$ cat src/verilog/tmwb_defs.svh
// Register offsets, field positions and reset values of the wide-access timer block
`ifndef TMWB_DEFS_SVH
`define TMWB_DEFS_SVH

`define TMWB_ADDR_W         3
`define TMWB_OFF_CTRL_A     3'h0
`define TMWB_OFF_CNT_LO     3'h1
`define TMWB_OFF_CNT_HI     3'h2
`define TMWB_OFF_CMP_LO     3'h3
`define TMWB_OFF_CMP_HI     3'h4

`define TMWB_BIT_WIDTH      7
`define TMWB_BIT_CAP_EN     6
`define TMWB_BIT_FILTER     5
`define TMWB_BIT_EDGE       4
`define TMWB_BIT_WAVE       0

`define TMWB_CTRL_WMASK     8'hF9
`define TMWB_CTRL_RESET     8'h00
`define TMWB_BYTE_ZERO      8'h00
`define TMWB_WORD_ZERO      16'h0000
`define TMWB_WORD_ONE       16'h0001
`define TMWB_BYTE_ONE       8'h01

`define TMWB_FILT_LEN       4
`define TMWB_FILT_ONES      4'hF
`define TMWB_FILT_ZEROS     4'h0

`endif

$ cat src/verilog/tmwb_pkg.sv
// Types shared by the wide-access timer block
package tmwb_pkg;
  typedef logic [7:0]  tmwb_byte_t;
  typedef logic [15:0] tmwb_word_t;
  typedef logic [2:0]  tmwb_addr_t;
  typedef logic [3:0]  tmwb_hist_t;
endpackage : tmwb_pkg

$ cat src/verilog/tmwb_top.sv
// Wide-mode byte access path, counter, compare/capture word and control register A
//
// Summary of operation
// Width bit set makes counter and compare 16-bit, reached as two byte accesses.
// One 8-bit high-byte latch is shared by every wide register.
// Low-byte write loads latch and written byte into the word in one cycle.
// Low-byte read copies the high byte into the latch as the low byte returns.
// Software writes high then low; reads low then high.
// Compare word reads bypass the latch in output-compare operation.
// Capture word reads go through the latch, low first then high.
// Main code masks interrupts when handlers also touch wide registers.
// Latch holds its value between accesses, so one high write serves many.
// Control A: width, capture enable, filter, edge, bit 3, zeros 2:1, wave.
// Counter high-byte reads in wide mode return the latch, not the live byte.
// Filter changes its output only after four equal samples.
// Selected edge copies counter into capture word, only its low byte in narrow mode, and sets capture flag.
`timescale 1ns/100ps
`include "tmwb_defs.svh"

module tmwb_top
  import tmwb_pkg::*;
(
  // Clock and reset
  input  wire logic              clk_sys_i,
  input  wire logic              rst_n_i,
  // CPU byte bus
  input  wire tmwb_pkg::tmwb_addr_t cpu_addr_i,
  input  wire logic              cpu_wr_i,
  input  wire logic              cpu_rd_i,
  input  wire tmwb_pkg::tmwb_byte_t cpu_wdata_i,
  output tmwb_pkg::tmwb_byte_t   cpu_rdata_o,
  // Timer side
  input  wire logic              count_en_i,
  input  wire logic              capture_src_i,
  input  wire logic              capture_flag_clr_i,
  output logic                   capture_flag_o,
  output tmwb_pkg::tmwb_word_t   counter_o,
  output tmwb_pkg::tmwb_word_t   compare_o,
  output tmwb_pkg::tmwb_byte_t   control_a_o
);
  import tmwb_pkg::*;

  function automatic logic hit(input tmwb_addr_t a, input tmwb_addr_t off);
    hit = (a == off);
  endfunction : hit

  tmwb_byte_t ctrl_q, ctrl_d;
  tmwb_byte_t temp_q, temp_d;
  tmwb_word_t cnt_q, cnt_d;
  tmwb_word_t cmp_q, cmp_d;
  tmwb_byte_t rdata_q, rdata_d;
  logic       flag_q, flag_d;
  logic       filt_prev_q, filt_prev_d;
  logic       filt;
  logic       wide, cap_en, cap_evt;
  tmwb_byte_t cnt_hi, cmp_hi;

  assign wide   = ctrl_q[`TMWB_BIT_WIDTH];
  assign cap_en = ctrl_q[`TMWB_BIT_CAP_EN];
  assign cnt_hi = cnt_q[15:8];
  assign cmp_hi = cmp_q[15:8];

  tmwb_capture_filter u_filter (
    .clk_sys_i   (clk_sys_i),
    .rst_n_i     (rst_n_i),
    .filter_en_i (ctrl_q[`TMWB_BIT_FILTER]),
    .raw_i       (capture_src_i),
    .filt_o      (filt)
  );

  // Edge select: zero picks falling, one picks rising
  assign cap_evt = cap_en && (ctrl_q[`TMWB_BIT_EDGE] ? (filt && !filt_prev_q)
                                                     : (!filt && filt_prev_q));

  always_comb
  begin
    ctrl_d      = ctrl_q;
    temp_d      = temp_q;
    cnt_d       = cnt_q;
    cmp_d       = cmp_q;
    rdata_d     = rdata_q;
    filt_prev_d = filt;
    flag_d      = flag_q;

    // Counting; CPU writes below take priority
    if (count_en_i)
    begin
      if (wide)
      begin
        cnt_d = cnt_q + `TMWB_WORD_ONE;
      end
      else
      begin
        cnt_d[7:0] = cnt_q[7:0] + `TMWB_BYTE_ONE;
      end
    end

    if (cpu_wr_i)
    begin
      unique case (1'b1)
        hit(cpu_addr_i, `TMWB_OFF_CTRL_A):
          ctrl_d = cpu_wdata_i & `TMWB_CTRL_WMASK;
        hit(cpu_addr_i, `TMWB_OFF_CNT_LO):
          if (wide)
          begin
            cnt_d = {temp_q, cpu_wdata_i};
          end
          else
          begin
            cnt_d[7:0] = cpu_wdata_i;
          end
        hit(cpu_addr_i, `TMWB_OFF_CNT_HI), hit(cpu_addr_i, `TMWB_OFF_CMP_HI):
          if (wide)
          begin
            temp_d = cpu_wdata_i;
          end
          else if (hit(cpu_addr_i, `TMWB_OFF_CNT_HI))
          begin
            cnt_d[15:8] = cpu_wdata_i;
          end
          else
          begin
            cmp_d[15:8] = cpu_wdata_i;
          end
        hit(cpu_addr_i, `TMWB_OFF_CMP_LO):
          if (wide)
          begin
            cmp_d = {temp_q, cpu_wdata_i};
          end
          else
          begin
            cmp_d[7:0] = cpu_wdata_i;
          end
        default:
          ;
      endcase
    end
    else if (cpu_rd_i)
    begin
      unique case (1'b1)
        hit(cpu_addr_i, `TMWB_OFF_CTRL_A):
          rdata_d = ctrl_q;
        hit(cpu_addr_i, `TMWB_OFF_CNT_LO):
        begin
          rdata_d = cnt_q[7:0];
          if (wide)
          begin
            temp_d = cnt_hi;
          end
        end
        hit(cpu_addr_i, `TMWB_OFF_CNT_HI):
          rdata_d = wide ? temp_q : cnt_hi;
        hit(cpu_addr_i, `TMWB_OFF_CMP_LO):
        begin
          rdata_d = cmp_q[7:0];
          if (wide && cap_en)
          begin
            temp_d = cmp_hi;
          end
        end
        hit(cpu_addr_i, `TMWB_OFF_CMP_HI):
          // In output-compare operation the compare holds a CPU-written value, so no latch is needed
          rdata_d = (wide && cap_en) ? temp_q : cmp_hi;
        default:
          rdata_d = `TMWB_BYTE_ZERO;
      endcase
    end

    // Capture overrides a same-cycle CPU write of the compare word
    if (cap_evt)
    begin
      cmp_d = wide ? cnt_q : {cmp_q[15:8], cnt_q[7:0]};
    end

    // Set wins over clear
    if (cap_evt)
    begin
      flag_d = 1'b1;
    end
    else if (capture_flag_clr_i)
    begin
      flag_d = 1'b0;
    end
  end

  always_ff @(posedge clk_sys_i)
  begin
    if (!rst_n_i)
    begin
      ctrl_q      <= `TMWB_CTRL_RESET;
      temp_q      <= `TMWB_BYTE_ZERO;
      cnt_q       <= `TMWB_WORD_ZERO;
      cmp_q       <= `TMWB_WORD_ZERO;
      rdata_q     <= `TMWB_BYTE_ZERO;
      flag_q      <= 1'b0;
      filt_prev_q <= 1'b0;
    end
    else
    begin
      ctrl_q      <= ctrl_d;
      temp_q      <= temp_d;
      cnt_q       <= cnt_d;
      cmp_q       <= cmp_d;
      rdata_q     <= rdata_d;
      flag_q      <= flag_d;
      filt_prev_q <= filt_prev_d;
    end
  end

  assign cpu_rdata_o    = rdata_q;
  assign capture_flag_o = flag_q;
  assign counter_o      = cnt_q;
  assign compare_o      = cmp_q;
  assign control_a_o    = ctrl_q;

  logic wr_cnt_lo, rd_cnt_lo, rd_cnt_hi, rd_cmp_lo, rd_cmp_hi, temp_touch;
  assign wr_cnt_lo  = cpu_wr_i && hit(cpu_addr_i, `TMWB_OFF_CNT_LO) && wide;
  assign rd_cnt_lo  = !cpu_wr_i && cpu_rd_i && hit(cpu_addr_i, `TMWB_OFF_CNT_LO) && wide;
  assign rd_cnt_hi  = !cpu_wr_i && cpu_rd_i && hit(cpu_addr_i, `TMWB_OFF_CNT_HI) && wide;
  assign rd_cmp_lo  = !cpu_wr_i && cpu_rd_i && hit(cpu_addr_i, `TMWB_OFF_CMP_LO) && wide;
  assign rd_cmp_hi  = !cpu_wr_i && cpu_rd_i && hit(cpu_addr_i, `TMWB_OFF_CMP_HI) && wide;
  assign temp_touch = wide && ((cpu_wr_i && (hit(cpu_addr_i, `TMWB_OFF_CNT_HI) || hit(cpu_addr_i, `TMWB_OFF_CMP_HI)))
                               || rd_cnt_lo || rd_cmp_lo);
endmodule : tmwb_top

$ cat src/verilog/tmwb_capture_filter.sv
// Capture input noise filter: four equal samples needed to change the output
`timescale 1ns/100ps
`include "tmwb_defs.svh"

module tmwb_capture_filter
  import tmwb_pkg::*;
(
  // Clock and reset
  input  wire logic clk_sys_i,
  input  wire logic rst_n_i,
  // Control and data
  input  wire logic filter_en_i,
  input  wire logic raw_i,
  output logic      filt_o
);
  import tmwb_pkg::*;

  tmwb_pkg::tmwb_hist_t hist_q;
  tmwb_pkg::tmwb_hist_t hist_d;
  logic                 out_q;
  logic                 out_d;

  always_comb
  begin
    hist_d = {hist_q[2:0], raw_i};
    out_d  = out_q;
    if (!filter_en_i)
    begin
      out_d = raw_i;
    end
    else if (hist_q == `TMWB_FILT_ONES)
    begin
      out_d = 1'b1;
    end
    else if (hist_q == `TMWB_FILT_ZEROS)
    begin
      out_d = 1'b0;
    end
  end

  always_ff @(posedge clk_sys_i)
  begin
    if (!rst_n_i)
    begin
      hist_q <= `TMWB_FILT_ZEROS;
      out_q  <= 1'b0;
    end
    else
    begin
      hist_q <= hist_d;
      out_q  <= out_d;
    end
  end

  assign filt_o = out_q;
endmodule : tmwb_capture_filter

$ cat config.mk
export PLATFORM = sky130hd
export DESIGN_NAME = tmwb_top
export DESIGN_NICKNAME = d
export VERILOG_FILES = /design/src/verilog/tmwb_pkg.sv /design/src/verilog/tmwb_top.sv /design/src/verilog/tmwb_capture_filter.sv
export VERILOG_INCLUDE_DIRS = /design/src /design/src/verilog
export SDC_FILE = /design/constraint.sdc
export NUM_CORES = 1
export LEC_CHECK = 0
export BUFFER_PORTS_ARGS = -buffer_cell sky130_fd_sc_hd__buf_4
export CORE_ASPECT_RATIO = 0.5
export CORE_UTILIZATION = 51
export CTS_CLUSTER_DIAMETER = 30
export DETAILED_ROUTE_END_ITERATION = 8
export PLACE_DENSITY = 0.77
export SLEW_MARGIN = 20
export SYNTH_ARGS = -nofsm -noshare
export SYNTH_HDL_FRONTEND = slang
export SYNTH_SLANG_ARGS = --single-unit
$ cat constraint.sdc
create_clock -name clk_sys_i -period 1.5 [get_ports clk_sys_i]
set_input_delay 0.075 -clock clk_sys_i [delete_from_list [all_inputs] [get_ports clk_sys_i]]
set_output_delay 0.075 -clock clk_sys_i [all_outputs]
set_load 0.01 [all_outputs]
==> Implementation_results.wiki <==
{| class="wikitable"
! Metric !! Value
|-
| Final clock period utilization by the worst path || 106%
|-
| H-tree levels || 3
|-
| Crit path kind || register to register
|-
| Worst flop-to-flop path startpoint || counter_o[0]
|-
| Relative area change from synthesis to final layout || 37.5%
|-
| Syn. warnings || 0
|-
| Initial cell density of the core || 53.9%
|-
| Global-route wire length before repair || 19,300 um
|-
| Initial antenna violation count || 0
|-
| Final critical delay including setup and external delays || 1.60 ns
|-
| Post-Place Setup Slack || -0.0718 ns
|-
| Number of global-route vias before repair || 3,503
|-
| Fmax || 626 MHz
|-
| FF-to-FF path depth || 7
|-
| Top layer used by detailed routing || met4
|-
| Antenna-violating nets left || 0
|-
| Worst hold slack || -0.00276 ns
|-
| Drt total wl || 12,400 um
|-
| Detail-routed via count per cell || 6.15
|-
| Pwr dens || 904 nW/um2
|-
| Failing checks || hold timing, setup timing
|-
| Number of DRC markers in iteration 0 || 403
|-
| Clock Tree Buf Depth || 2
|-
| Setup slack of the most critical reg-to-reg path || -0.1 ns
|-
| Total die area || 7590 um2
|-
| Final number of max-transition violations || 0
|-
| Maximum fanout along the worst path || 3
|-
| DP Wirelength || 8680 um
|-
| Input/output buffers || 64
|-
| Row cnt || 21
|-
| Worst Path Required || 1.71 ns
|-
| Tightest Hold Check Type || input pin to register
|-
| Detail Route met3 WL || 1500 um
|-
| Clock tree root buffer cell || sky130_fd_sc_hd__clkbuf_16
|-
| Routability congestion estimate from global placement || 0.994
|-
| Fraction of final layout cells sized beyond drive strength 1 || 35.6%
|-
| Routed length per instance || 19.9 um
|-
| Post-synthesis sequential area ratio || 33.1%
|-
| Hold violation total from the final report || 1
|-
| Overflow left after global routing || 0
|-
| Number of antenna repair diodes || 0
|-
| Critical register-to-register path endpoint || counter_o[12]
|-
| Clock slew seen by the registers of the worst setup and hold paths || 0.05 ns
|-
| Number of buffers inserted during clock tree synthesis || 9
|-
| Arrival time at the worst endpoint || 1.81 ns
|-
| Maximum number of pins on one net before global-route repair || 19
|-
| Met2 wire length || 5130 um
|-
| Final count of negative-setup-slack endpoints || 12
|-
| Critical Path End Type || register
|-
| Number of unique standard cell types used by synthesis || 61
|-
| Synthesized flop and latch total || 61
|-
| Die extent in y || 62.1 um
|-
| Setup skew after layout || 0.00625 ns
|-
| Maximum VDD drop || 0.000596 V
|-
| Area of the core || 6830 um2
|-
| Nature of the critical path startpoint || register
|-
| Final worst slack || -0.0963 ns
|-
| All-layer global routing usage || 33.8%
|-
| Critical path capture point || counter_o[12]
|-
| Synth Area per Inst || 8.73 um2
|-
| Metal1 wirelength || 5570 um
|-
| RSZ-0062 raised after global routing || true
|-
| Number of nets in the layout || 549
|-
| Gate count after technology mapping || 422
|-
| Total via count after detailed routing || 3,847
|-
| Clock tree from TritonCTS || built
|-
| Number of enable-type register cells in the synthesized netlist || 0
|-
| Horizontal die dimension || 122 um
|-
| Flip-flop cell with the highest count after synthesis || sky130_fd_sc_hd__dfxtp_1
|-
| Count of max-cap constraint violations || 0
|-
| Crit path from || counter_o[0]
|-
| Clock sinks || 61
|-
| I/O pin total || 67
|-
| Clock latency of the later-clocked register in the worst-skew pair || 0.34 ns
|-
| Asr flop ratio synth || 0%
|-
| Run status || finished with violations
|-
| Leakage power of the design || 2.27 nW
|-
| Mapped Area || 3680 um2
|-
| Number of DRC violations after detailed routing || 0
|-
| Number of detailed-route iterations in the first pass || 5
|}
==> worst min path at each step <==
stage                             startpoint                 end  slack [ns]  depth (start not counted)
final                     capture_flag_clr_i      capture_flag_o      -0.003                          3
after global routing      capture_flag_clr_i      capture_flag_o        0.01                          3
after CTS                 capture_flag_clr_i      capture_flag_o       0.002                          3
after detailed placement       capture_src_i  u_filter.hist_q[0]        0.29                          2
after global placement         capture_src_i  u_filter.hist_q[0]        0.29                          2
after floorplan               cpu_wdata_i[5]       counter_o[13]        0.19                          2
==> cells in the mapped netlist, drive strengths merged, types with 2 or more instances <==
cell type | number | area share (%)
a211oi | 17 | 3.5
a21oi | 13 | 1.8
a221o | 4 | 1.1
a22oi | 7 | 1.4
a31oi | 3 | 0.51
a32oi | 3 | 0.71
and2 | 6 | 1.0
and3 | 6 | 1.2
buf | 21 | 4.4
clkbuf | 12 | 1.5
dfxtp | 61 | 33
inv | 4 | 0.41
mux2 | 8 | 2.4
mux2i | 50 | 14
nand2 | 44 | 4.6
nand2b | 7 | 1.2
nand3 | 9 | 1.4
nand3b | 2 | 0.41
nand4 | 4 | 1.1
nand4b | 2 | 0.48
nand4bb | 2 | 0.61
nor2 | 44 | 4.5
nor2b | 3 | 0.51
nor3 | 8 | 1.4
nor4 | 2 | 0.92
o2111ai | 8 | 2.2
o21ai | 31 | 4.2
o22a | 2 | 0.48
o22ai | 9 | 1.9
xnor2 | 7 | 1.7
xor2 | 7 | 1.7
==> final cells by class <==
type / count / area, um2
clock buffers: 11 / 243
flip-flops and latches: 61 / 1230
well taps: 92 / 115
clock inverters: 4 / 72.6
inverters: 5 / 18.8
repair buffers: 128 / 1010
fillers: 517 / 1760
multi-input cells: 325 / 2370
==> flip-flops by register name, summed over array words and instances (netlist names) <==
signal / flops
compare_o: 16
u_filter.filt_o: 1
capture_flag_o: 1
counter_o: 16
u_filter.hist_q: 4
temp_q: 8
control_a_o: 6
filt_prev_q: 1
cpu_rdata_o: 8
==> per-layer routing <==
layer / global-route usage [%] / vias up
met5: 0 / -
met1: 48.4 / 1843
met4: 9.15 / 0
li1: - / 1768
met3: 12.7 / 29
met2: 46.8 / 207
==> what timing repair did <==
action / CTS / global route
resized for setup: 8 / 24
endpoints found under the hold margin: 1 / 0
setup buffers: 0 / 5
cloned: 0 / 1
endpoints found under the setup margin: 14 / 30
pin swaps: 4 / 10
hold buffers: 1 / 0
==> metrics by stage <==
step / power [mW] / TNS [ns] / cells / util [%] / area (um2)
floorplan: 2.07 / -0.175 / 423 / - / 3700
global placement: 2.33 / -0.116 / 604 / 66.5 / 4540
detailed placement: 2.34 / -0.108 / 604 / 66.5 / 4540
CTS: 4.54 / -0.111 / 620 / 71.8 / 4900
global route: 4.72 / -1.67 / 626 / 74.2 / 5070
finish: 4.58 / -0.395 / 626 / 74.2 / 5070
==> power breakdown <==
group	internal (mW)	switching, mW	leakage, nW
Combinational	0.286	0.353	1.62
Sequential	1.67	0.0498	0.497
Clock	1.49	0.736	0.152
==> cells in the final DEF, fill, tap and decap left out, types with 8 or more instances in the layout <==
master                      synthesis  routed
sky130_fd_sc_hd__a211oi_1          17      14
sky130_fd_sc_hd__a21oi_1           13      13
sky130_fd_sc_hd__buf_4             10     121
sky130_fd_sc_hd__clkbuf_16          0       9
sky130_fd_sc_hd__dfxtp_1           61      57
sky130_fd_sc_hd__mux2_2             8       8
sky130_fd_sc_hd__mux2i_1           50      47
sky130_fd_sc_hd__nand2_1           43      42
sky130_fd_sc_hd__nor2_1            44      43
sky130_fd_sc_hd__o21ai_0           19      17
sky130_fd_sc_hd__o21ai_1           12      14
sky130_fd_sc_hd__o22ai_1            8       8
==> logic make-up (layout without fill, tap and decap cells) <==
group,count (synthesis),in the layout,share of synthesized area [%]
xor+xnor,14,14,3.33
flops,61,61,33.1
buf+inv,38,148,6.42
mux,58,58,16.0
fa+ha+maj,1,1,0.340
other cells,1,2,0.102
simple gates,142,142,20.2
compound gates,107,108,20.4
==> critical path, stage by stage, from the launching register on <==
cell and delay [ns]:
sky130_fd_sc_hd__dfxtp_4 0.36, sky130_fd_sc_hd__ha_4 0.13, sky130_fd_sc_hd__nand4_1 0.18, sky130_fd_sc_hd__nor4_2 0.28, sky130_fd_sc_hd__buf_4 0.20, sky130_fd_sc_hd__nand3_2 0.08
sky130_fd_sc_hd__a22oi_2 0.14, sky130_fd_sc_hd__o22ai_1 0.10
Note: power is estimated with default switching activity, not from simulation.
